`config.mk`:
```
export PLATFORM = sky130hd
export DESIGN_NAME = dual_hundredths_timer
export DESIGN_NICKNAME = d
export VERILOG_FILES = /design/src/hdl/dual_timer_pkg.sv /design/src/hdl/dual_hundredths_timer.sv
export SDC_FILE = /design/constraint.sdc
export NUM_CORES = 1
export LEC_CHECK = 0
export ABC_CLOCK_PERIOD_IN_PS = 6700
export BUFFER_PORTS_ARGS = -buffer_cell sky130_fd_sc_hd__buf_4
export CORE_ASPECT_RATIO = 1.4
export CORE_MARGIN = 1
export CORE_UTILIZATION = 56
export DETAILED_ROUTE_END_ITERATION = 12
export PLACE_DENSITY = 0.77
export RECOVER_POWER = 50
export SYNTH_ARGS = -nofsm -noshare
export SYNTH_HDL_FRONTEND = slang
export SYNTH_SLANG_ARGS = --single-unit
```
`constraint.sdc`:
```
create_clock -name sys_clk -period 6.7 [get_ports sys_clk]
set_input_delay 1.34 -clock sys_clk [delete_from_list [all_inputs] [get_ports sys_clk]]
set_output_delay 1.34 -clock sys_clk [all_outputs]
set_load 0.02 [all_outputs]
```
`src/hdl/dual_timer_pkg.sv`:
```
// Constants shared by the dual hundredths timer.
package dual_timer_pkg;
  localparam int unsigned CLK_HZ          = 50000000;
  localparam int unsigned TICK_FAST_MS    = 10;
  localparam int unsigned TICK_SLOW_S     = 36;
  localparam int unsigned FAST_CYCLES     = CLK_HZ / 1000 * TICK_FAST_MS;
  localparam int unsigned SLOW_PER_FAST   = TICK_SLOW_S * 1000 / TICK_FAST_MS;
  localparam int unsigned CNT_W           = 16;
  localparam logic [15:0] CNT_MAX         = 16'hffff;
  localparam logic [15:0] CNT_ZERO        = 16'h0000;
  // Register indices.
  localparam logic [3:0] A_T1_MODE        = 4'h0;
  localparam logic [3:0] A_T1_START_COND  = 4'h1;
  localparam logic [3:0] A_T1_START_IN    = 4'h2;
  localparam logic [3:0] A_T1_RESET_COND  = 4'h3;
  localparam logic [3:0] A_T1_RESET_IN    = 4'h4;
  localparam logic [3:0] A_T1_COUNT       = 4'h5;
  localparam logic [3:0] A_T1_LEVEL       = 4'h6;
  localparam logic [3:0] A_T2_MODE        = 4'h8;
  localparam logic [3:0] A_T2_START_COND  = 4'h9;
  localparam logic [3:0] A_T2_START_IN    = 4'ha;
  localparam logic [3:0] A_T2_RESET_COND  = 4'hb;
  localparam logic [3:0] A_T2_RESET_IN    = 4'hc;
  localparam logic [3:0] A_T2_COUNT       = 4'hd;
  localparam logic [3:0] A_T2_LEVEL       = 4'he;
  // Mode field layout.
  localparam int unsigned SRC_LSB         = 0;
  localparam int unsigned DIR_LSB         = 3;
  localparam int unsigned WRAP_BIT        = 5;
  localparam logic [2:0] SRC_10MS         = 3'h0;
  localparam logic [2:0] SRC_36S          = 3'h1;
  localparam logic [2:0] SRC_ANY_EDGE     = 3'h2;
  localparam logic [2:0] SRC_RISE_EDGE    = 3'h3;
  localparam logic [1:0] DIR_UP           = 2'h0;
  localparam logic [1:0] DIR_FWD_UP       = 2'h1;
  localparam logic [1:0] DIR_FWD_DOWN     = 2'h2;
  localparam int unsigned MODE_W          = 6;
  localparam int unsigned SCOND_W         = 4;
  localparam int unsigned RCOND_W         = 5;
  localparam int unsigned IN_W            = 12;
  localparam logic [5:0]  MODE_RST        = 6'h00;
endpackage : dual_timer_pkg

```
`src/hdl/dual_hundredths_timer.sv`:
```
// Two programmable hundredths timers with register port and level compare.
// Overview of operation
// RULE1 - Two independent timers exist, each with its own mode, start and reset selections and count.
// RULE2 - A timer advances only while a selected start condition or start input is active.
// RULE3 - Any active selected reset condition or reset input forces the count to zero.
// RULE4 - Each count is readable through its own count value register.
// RULE5 - A count above its comparison level raises switching condition 37 or 38.
// RULE6 - Source 0 steps the count by one every 10 ms.
// RULE7 - Source 1 steps the count by one every 36 s.
// RULE8 - Source 2 steps the count on every edge of the timer's pulse input.
// RULE9 - Source 3 steps only on rising edges; sources 4 to 7 never step.
// RULE10 - Direction 0 always counts upward.
// RULE11 - Direction 8 counts up forward and down reverse, 16 the opposite, 24 never steps.
// RULE12 - With the overflow bit clear the count saturates at 65535 and 0.
// RULE13 - With the overflow bit set the count wraps between 65535 and 0.
// RULE14 - Reset wins over start when both are active.
// RULE15 - Writing a count register loads the count; a source change keeps the count.
// RULE16 - Counts are 16-bit unsigned hundredths.
//
// The placing of the registers and the plain strobed port were left to the implementer.
module dual_hundredths_timer
  import dual_timer_pkg::*;
#(
  parameter int unsigned FAST_DIV = FAST_CYCLES,
  parameter int unsigned SLOW_DIV = SLOW_PER_FAST
) (
  // Clock and reset.
  input  wire logic              sys_clk,
  input  wire logic              sys_rst,
  // Register port.
  input  wire logic [3:0]        reg_addr,
  input  wire logic [15:0]       reg_wdata,
  input  wire logic              reg_wr,
  input  wire logic              reg_rd,
  output logic      [15:0]       reg_rdata,
  // Drive state and inputs.
  input  wire logic [SCOND_W-1:0] start_state,
  input  wire logic [RCOND_W-1:0] reset_state,
  input  wire logic [IN_W-1:0]    digital_inputs,
  input  wire logic              rotation_reverse,
  // Switching conditions.
  output logic                   timer1_above_level,
  output logic                   timer2_above_level
);

  typedef struct packed {
    logic [5:0]         mode;
    logic [SCOND_W-1:0] start_cond;
    logic [IN_W-1:0]    start_in;
    logic [RCOND_W-1:0] reset_cond;
    logic [IN_W-1:0]    reset_in;
    // RULE16 16-bit hundredths.
    logic [15:0]        count;
    logic [15:0]        level;
    logic               pulse_prev;
    logic               above;
  } timer_t;

  typedef struct packed {
    timer_t [1:0] tm;
    logic [31:0]  fast_cnt;
    logic [15:0]  slow_cnt;
    logic [15:0]  rdata;
  } state_t;

  state_t st;
  state_t next_st;

  // Field index of a register address inside its timer's slice; the timer bit a[3] is dropped.
  function automatic logic [3:0] reg_field(input logic [3:0] a);
    reg_field = {1'b0, a[2:0]};
  endfunction

  // One-hot selection of a register field inside a timer's index slice.
  typedef enum logic [7:0] {
    FLD_NONE       = 8'h01,
    FLD_MODE       = 8'h02,
    FLD_START_COND = 8'h04,
    FLD_START_IN   = 8'h08,
    FLD_RESET_COND = 8'h10,
    FLD_RESET_IN   = 8'h20,
    FLD_COUNT      = 8'h40,
    FLD_LEVEL      = 8'h80
  } field_t;

  // Address decode shared by the write and read paths; unmapped slots select nothing.
  function automatic field_t decode_field(input logic [3:0] a);
    logic [3:0] f;
    f = reg_field(a);
    if (f == {1'b0, A_T1_MODE[2:0]}) begin
      decode_field = FLD_MODE;
    end else if (f == {1'b0, A_T1_START_COND[2:0]}) begin
      decode_field = FLD_START_COND;
    end else if (f == {1'b0, A_T1_START_IN[2:0]}) begin
      decode_field = FLD_START_IN;
    end else if (f == {1'b0, A_T1_RESET_COND[2:0]}) begin
      decode_field = FLD_RESET_COND;
    end else if (f == {1'b0, A_T1_RESET_IN[2:0]}) begin
      decode_field = FLD_RESET_IN;
    end else if (f == {1'b0, A_T1_COUNT[2:0]}) begin
      decode_field = FLD_COUNT;
    end else if (f == {1'b0, A_T1_LEVEL[2:0]}) begin
      decode_field = FLD_LEVEL;
    end else begin
      decode_field = FLD_NONE;
    end
  endfunction

  // Mode field extraction.
  function automatic logic [2:0] mode_src(input logic [MODE_W-1:0] md);
    mode_src = md[SRC_LSB +: 3];
  endfunction

  function automatic logic [1:0] mode_dir(input logic [MODE_W-1:0] md);
    mode_dir = md[DIR_LSB +: 2];
  endfunction

  // Step event from the selected source; reserved sources never step.
  function automatic logic src_event(input logic [2:0] src, input logic fast,
                                     input logic slow, input logic pin, input logic prev);
    case (src)
      SRC_10MS:      src_event = fast;
      SRC_36S:       src_event = slow;
      SRC_ANY_EDGE:  src_event = pin ^ prev;
      SRC_RISE_EDGE: src_event = pin & ~prev;
      default:       src_event = 1'b0;
    endcase
  endfunction

  // Counting direction for the rotation-following codes.
  function automatic logic dir_down(input logic [1:0] dir, input logic rev);
    if (dir == DIR_FWD_UP) begin
      dir_down = rev;
    end else if (dir == DIR_FWD_DOWN) begin
      dir_down = ~rev;
    end else begin
      dir_down = 1'b0;
    end
  endfunction

  // The reserved direction code never steps, so a stray write cannot run the count away.
  function automatic logic dir_valid(input logic [1:0] dir);
    dir_valid = (dir == DIR_UP) || (dir == DIR_FWD_UP) || (dir == DIR_FWD_DOWN);
  endfunction

  // Any selected start condition or start input runs the timer.
  function automatic logic run_cause(input timer_t tm, input logic [SCOND_W-1:0] cond,
                                     input logic [IN_W-1:0] pins);
    run_cause = (|(tm.start_cond & cond)) | (|(tm.start_in & pins));
  endfunction

  // Any selected reset condition or reset input clears the timer.
  function automatic logic clear_cause(input timer_t tm, input logic [RCOND_W-1:0] cond,
                                       input logic [IN_W-1:0] pins);
    clear_cause = (|(tm.reset_cond & cond)) | (|(tm.reset_in & pins));
  endfunction

  // Strictly greater compare of count against level.
  function automatic logic above_level(input timer_t tm);
    above_level = (tm.count > tm.level);
  endfunction

  // Read mux for one timer; bits above a field's width read as zero.
  function automatic logic [15:0] read_field(input timer_t tm, input field_t fld);
    if (fld == FLD_MODE) begin
      read_field = {10'h000, tm.mode};
    end else if (fld == FLD_START_COND) begin
      read_field = {12'h000, tm.start_cond};
    end else if (fld == FLD_START_IN) begin
      read_field = {4'h0, tm.start_in};
    end else if (fld == FLD_RESET_COND) begin
      read_field = {11'h000, tm.reset_cond};
    end else if (fld == FLD_RESET_IN) begin
      read_field = {4'h0, tm.reset_in};
    end else if (fld == FLD_COUNT) begin
      read_field = tm.count;
    end else if (fld == FLD_LEVEL) begin
      read_field = tm.level;
    end else begin
      read_field = 16'h0000;
    end
  endfunction

  // Write merge for one timer; bits above a field's width are dropped.
  function automatic timer_t write_field(input timer_t tm, input field_t fld,
                                         input logic [15:0] d);
    write_field = tm;
    if (fld == FLD_MODE) begin
      write_field.mode = d[MODE_W-1:0];
    end else if (fld == FLD_START_COND) begin
      write_field.start_cond = d[SCOND_W-1:0];
    end else if (fld == FLD_START_IN) begin
      write_field.start_in = d[IN_W-1:0];
    end else if (fld == FLD_RESET_COND) begin
      write_field.reset_cond = d[RCOND_W-1:0];
    end else if (fld == FLD_RESET_IN) begin
      write_field.reset_in = d[IN_W-1:0];
    end else if (fld == FLD_COUNT) begin
      // RULE15 load count by write.
      write_field.count = d;
    end else if (fld == FLD_LEVEL) begin
      write_field.level = d;
    end
  endfunction

  // One counting step with direction and limit handling.
  function automatic logic [15:0] step(input logic [15:0] c, input logic down,
                                       input logic wrap);
    if (down) begin
      // RULE12 saturate at zero, RULE13 wrap to top.
      if (c == CNT_ZERO) begin
        step = wrap ? CNT_MAX : CNT_ZERO;
      end else begin
        step = c - 16'h0001;
      end
    end else begin
      if (c == CNT_MAX) begin
        step = wrap ? CNT_ZERO : CNT_MAX;
      end else begin
        step = c + 16'h0001;
      end
    end
  endfunction

  logic fast_tick;
  logic slow_tick;
  logic [1:0] pulse_in;

  // The dividers run free from reset, so the first step after a start may come early.
  // RULE6 10 ms base tick.
  assign fast_tick = (st.fast_cnt == 32'(FAST_DIV - 1));
  // RULE7 36 s tick.
  assign slow_tick = fast_tick && (st.slow_cnt == 16'(SLOW_DIV - 1));
  // RULE8 dedicated pulse inputs.
  assign pulse_in  = {digital_inputs[7], digital_inputs[6]};

  always_comb begin
    logic       run;
    logic       clr;
    logic       adv;
    logic       down;
    logic [2:0] src;
    logic [1:0] dir;
    field_t     fld;
    next_st = st;
    run = 1'b0;
    clr = 1'b0;
    adv = 1'b0;
    down = 1'b0;
    src = SRC_10MS;
    dir = DIR_UP;
    fld = FLD_NONE;
    next_st.fast_cnt = fast_tick ? 32'h0 : st.fast_cnt + 32'h1;
    if (fast_tick) begin
      next_st.slow_cnt = slow_tick ? 16'h0 : st.slow_cnt + 16'h1;
    end
    next_st.rdata = 16'h0000;
    // RULE1 two timer instances.
    for (int i = 0; i < 2; i++) begin
      src = mode_src(st.tm[i].mode);
      dir = mode_dir(st.tm[i].mode);
      // RULE2 start causes ored.
      run = run_cause(st.tm[i], start_state, digital_inputs);
      // RULE3 reset causes ored.
      clr = clear_cause(st.tm[i], reset_state, digital_inputs);
      // RULE9 source step event.
      adv = src_event(src, fast_tick, slow_tick, pulse_in[i], st.tm[i].pulse_prev);
      // RULE10 up, RULE11 follow rotation.
      down = dir_down(dir, rotation_reverse);
      adv = adv & dir_valid(dir);
      // The pin is sampled every cycle, so starting a timer never sees a stale edge.
      next_st.tm[i].pulse_prev = pulse_in[i];
      // RULE14 reset has priority.
      if (clr) begin
        next_st.tm[i].count = CNT_ZERO;
      end else if (run && adv) begin
        next_st.tm[i].count = step(st.tm[i].count, down, st.tm[i].mode[WRAP_BIT]);
      end
      // RULE5 compare against level.
      next_st.tm[i].above = above_level(st.tm[i]);
    end
    // Register writes override counting for the addressed field.
    fld = decode_field(reg_addr);
    if (reg_wr) begin
      next_st.tm[reg_addr[3]] = write_field(next_st.tm[reg_addr[3]], fld, reg_wdata);
    end
    if (reg_rd) begin
      // RULE4 count readback.
      next_st.rdata = read_field(st.tm[reg_addr[3]], fld);
    end
  end

  // Everything, read data included, restarts from zero on reset.

  always_ff @(posedge sys_clk or posedge sys_rst) begin
    if (sys_rst) begin
      st <= '0;
    end else begin
      st <= next_st;
    end
  end

  assign reg_rdata          = st.rdata;
  assign timer1_above_level = st.tm[0].above;
  assign timer2_above_level = st.tm[1].above;

endmodule // dual_hundredths_timer

```
After elaboration in Yosys (flattened, before gate mapping)
Cells that the tools add are included.

Bits of input ports: 46. Register bits: 210.

Equality and inequality tests: 27. Add/subtract/negate cells: 6. Bitwise logic cells: 21. Reductions and logical operators: 23. Muxes and demuxes: 60. $lt $le $gt $ge: 4.

Operators by type and width (number): two-way mux 16 bit (26); two-way mux 73 bit (5); bitwise mux 146 bit (1); two-way mux 65 bit (2); two-way mux 107 bit (1); demux 73 bit (select 1 bit) (1); two-way mux 32 bit (2); two-way mux 61 bit (1); two-way mux 8 bit (7); two-way mux 49 bit (1); adder 16 x 1 -> 16 bit (second input constant) (3); bitwise AND 12 bit (4); OR reduction 12 bit (4); two-way mux 44 bit (1); adder 32 x 1 -> 32 bit (second input constant) (1); == test 16 bit (second input constant) (2); == test 32 x 19 -> 1 bit (second input constant) (1); > comparator 16 bit (2); zero test 16 bit (2); subtractor 16 x 1 -> 16 bit (second input constant) (2); two-way mux 12 bit (2); == test 3 x 2 -> 1 bit (second input constant) (6); == test 16 x 12 -> 1 bit (second input constant) (1); two-way mux 6 bit (2); other kinds (29) (61).

Longest topological paths before layout
Word-level depth: 19. Depth in mapped cells: 11. Gate-level depth less buffers: 9.

Least setup slack after synthesis
Ideal clock, no wire load.

Path type: input port to flip-flop. From: input port reg_addr[3]. To: register st (netlist bit reg_rdata[5]). Setup time: 0.124 ns. Required time: 6.576 ns. Slack: 3.673 ns. Stages: 6. Path buffers: 3. Arrival time: 2.903 ns. Cells stage by stage: buf_2 buf_1 buf_1 mux2i_1 o22ai_1 o31a_1.

RTL lines: start: declaration (RTL line dual_hundredths_timer.sv:31) `input wire logic [3:0] reg_addr,`; end signal: assignment (RTL line dual_hundredths_timer.sv:299) `st <= next_st;`; end: declaration (RTL line dual_hundredths_timer.sv:66) `state_t st;`.

==> results.tsv <==
stage	metric	value	unit
status	outcome	finished with violations	
status	violations	capacitance limit, slew limit	
floorplanning	core_area	22500	um2
route	wl	37.9	mm
floorplanning	die_h	181	um
place	hpwl	26.3	mm
floorplanning	rows	65	
clocking	clock-root-buffer	clkbuf_16	
clocking	post_cts_buffers	0	
worst_setup_path	r2r_setup_slack	3.06	ns
logic_synthesis	yosysTopAreaCellShare	0.410	
logic_synthesis	netlist_instances	1342	
cells_and_area	fin_nets	1427	
cells_and_area	multi_input_area	6910	um2
worst_setup_path	cp-end-kind	flip-flop	
sta	clock_skew	0.0302	ns
cells_and_area	final_util	0.623	
sta	slew_violations	38	
clocking	cts.clk_slew.worst_paths	0.06	ns
worst_setup_path	arrival	4.63	ns
floorplanning	fp.dieArea	23500	um2
worst_setup_path	path_delay_family	buffers and inverters	
global_routing	grt_pass1_wl	59.3	mm
clocking	cts_max_level	1	
sta	fmax	238	MHz
sta	min_period_over_period	0.628	
floorplanning	die_w	130	um
sta	rsz0062_at_grt	false	
pwr	p_switching	1.21	mW
logic_synthesis	synth-edff-count	0	
sta	slew_headroom	-0.129	
route	vias_per_cell	6.61	
sta	hold_violations	0	
worst_setup_path	required	7.12	ns
pwr	power_frac_comb	0.222	
worst_setup_path	cpPeakStageDelay	1.06	ns
worst_setup_path	startpoint	reg_addr[3]	
logic_synthesis	syn_area	12800	um2
pwr	p_sw_frac	0.315	
floorplanning	start_util	0.570	
cells_and_area	regArea	5260	um2
clocking	tritoncts	done	
clocking	cts-resized-gates	0	
min_path	hold_path_class	reg -> reg	
worst_setup_path	crit_buf_inv	3	
cells_and_area	drive_gt1_frac	0.154	
min_path	hp-start	st[32]	
worst_setup_path	r2r-start	st[43]	
global_routing	grt_usage	0.329	
route	drtIter0Drc	1135	
cells_and_area	fin_area	14000	um2
pwr	internal_power	2.63	mW
floorplanning	io_pins	64	
sta	setup_tns	0	ns
logic_synthesis	synth_area_leader_cell	dfrtp_1	
worst_setup_path	cp_max_fo	51	
worst_setup_path	crit_chain	clkbuf_1 > buf_4 > nand2b_1 > o21ai_0 > nor3_1 > buf_4 > o41ai_1 > o31ai_1	
global_routing	grt_start_max_net_pins	190	
global_routing	grt_pass1_vias	10800	
route	vias	10900	
logic_synthesis	async_flop_share	1.00	
logic_synthesis	syn_nets	1430	
worst_setup_path	slowest_stage	clkbuf_1	
place	routabilityCongestion	0.985	
clocking	hold_buffers	0	
pwr	p_clk_frac	0.357	
sta	timing.hold.ws	0.483	ns
pwr	total_leakage_power	6.31	nW
place	placed_area	13300	um2
sta	finalSetupViolCount	0	
global_routing	overflow	0	
logic_synthesis	yosys_warnings	0	
clocking	cts_buffer_depth	3	
logic_synthesis	synth-seq-area-share	0.410	
pwr	cellPowerDensity	273	nW/um2
worst_setup_path	startpoint_type	input port	
logic_synthesis	synth.area.top_cells	dfrtp_1 41%, mux2_2 7.5%, mux2i_1 5.0%, ha_1 4.1%, nand2_1 3.5%	
clocking	clkLatencyLatePin	0.54	ns
worst_setup_path	path_class	in -> reg	
pwr	seqPwrFrac	0.422	
place	io_buffers	63	
flow_run	cap_violations	2	
worst_setup_path	cp_common_cell	buf_4	
sta	worstMarginPinSlew	1.68	ns
cells_and_area	area_growth	9.42	%
clocking	clock_sinks	210	
cells_and_area	n_antenna_cell	0	
cells_and_area	fillers	1866	
sta	period_needed	4.21	ns
logic_synthesis	synth_seq_cells	210	
clocking	numCtsBuffers	22	
global_routing	antenna_found_initial	0	
logic_synthesis	ys_types	78	
logic_synthesis	syn_avg_cell_area	9.56	um2
pwr	ir_worst_vdd	0.000222	V
logic_synthesis	synth_flop_cell	dfrtp_1	
route	drtAntennaViolNets	0	
route	wl_per_cell	22.9	um
route	drc_errors	0	
route	drtPass1Iterations	8	
==> layer usage <==
metal | track usage | part of all wire | vias up
li1 | - | - | 4860
met1 | 0.405 | 0.38 | 5349
met2 | 0.532 | 0.47 | 578
met3 | 0.0557 | 0.080 | 150
met4 | 0.210 | 0.067 | 0
met5 | 0 | 0 | -
==> power groups by stage <==
stage	logic, mW	clock network, mW	registers [mW]
4_1_cts	0.838	1.38	1.61
3_5_place_dp	0.830	0	1.63
6_report	0.850	1.37	1.62
5_1_grt	0.917	1.43	1.63
2_1_floorplan	0.618	0	1.55
3_3_place_gp	0.810	0	1.62
==> cells by family after synthesis <==
| group | share of synthesized area |
|---|---|
| simple gates | 0.164 |
| compound gates | 0.158 |
| flops | 0.410 |
| buf+inv | 0.0524 |
| mux | 0.132 |
| xor+xnor | 0.0437 |
| fa+ha+maj | 0.0410 |
==> registers in the layout, summed over array words and instances (netlist names) <==
signal and flops:
reg_rdata 16, st 192, timer1_above_level 1, timer2_above_level 1
==> through the flow <==
stage               setup WS [ns]  power [mW]  std cells
floorplan                    2.63        2.17       1342
CTS                          3.41        3.82       1654
finish                       2.49        3.83       1654
global route                 2.27        3.98       1654
detailed placement           2.90        2.46       1616
global placement             2.96        2.43       1616
==> area by class of cell <==
cell class / instances / area share
well taps: 301 / 0.0268
repair buffers: 73 / 0.0351
inverters: 53 / 0.0143
clock inverters: 12 / 0.0153
multi-input cells: 979 / 0.492
clock buffers: 26 / 0.0424
flip-flops and latches: 210 / 0.374
==> worst paths after layout <==
path | to | depth (start not counted)
min in group asynchronous | st[26] | 2
min | st[32] | 1
min reg2reg | st[32] | 1
max reg2reg | st[28] | 7
max | st[84] | 8
max in group asynchronous | timer1_above_level | 3
==> Yosys cell counts, types with 9 or more instances <==
library cell    n
a21oi_1        60
a22o_1          9
buf_2          18
a22oi_1        14
nor4_1         12
a31oi_1        11
or3_1          15
o31ai_1        10
xor2_1         28
mux2_2         85
nand4_1        29
and3_1         19
a21o_1         15
nand2_1       118
a221oi_1       11
xnor2_1        36
nor3_1         28
o22ai_1        31
mux2i_1        64
clkbuf_1       56
nand3_1        30
buf_4          18
nand2b_1       11
inv_1          53
o21ai_0        77
nor2_1         95
ha_1           42
dfrtp_1       210
==> layout by cell type (no fill, tap or decap), types with 8 or more instances in the layout <==
cell type,synthesis,layout
dfrtp_1,210,210
nand2_1,118,118
nor2_1,95,93
mux2_2,85,85
o21ai_0,77,77
mux2i_1,64,64
a21oi_1,60,60
buf_4,18,53
inv_1,53,52
ha_1,42,42
xnor2_1,36,36
o22ai_1,31,31
nand3_1,30,30
nand4_1,29,29
nor3_1,28,29
xor2_1,28,28
clkbuf_16,0,22
and3_1,19,19
clkbuf_1,56,19
or3_1,15,15
a21o_1,15,15
a22oi_1,14,14
nor4_1,12,12
nand2b_1,11,11
a221oi_1,11,11
a31oi_1,11,11
o31ai_1,10,10
a22o_1,9,9
or2_2,8,8
o21ai_1,8,8
o21a_1,8,8
Note: power is estimated with default switching activity, not from simulation.
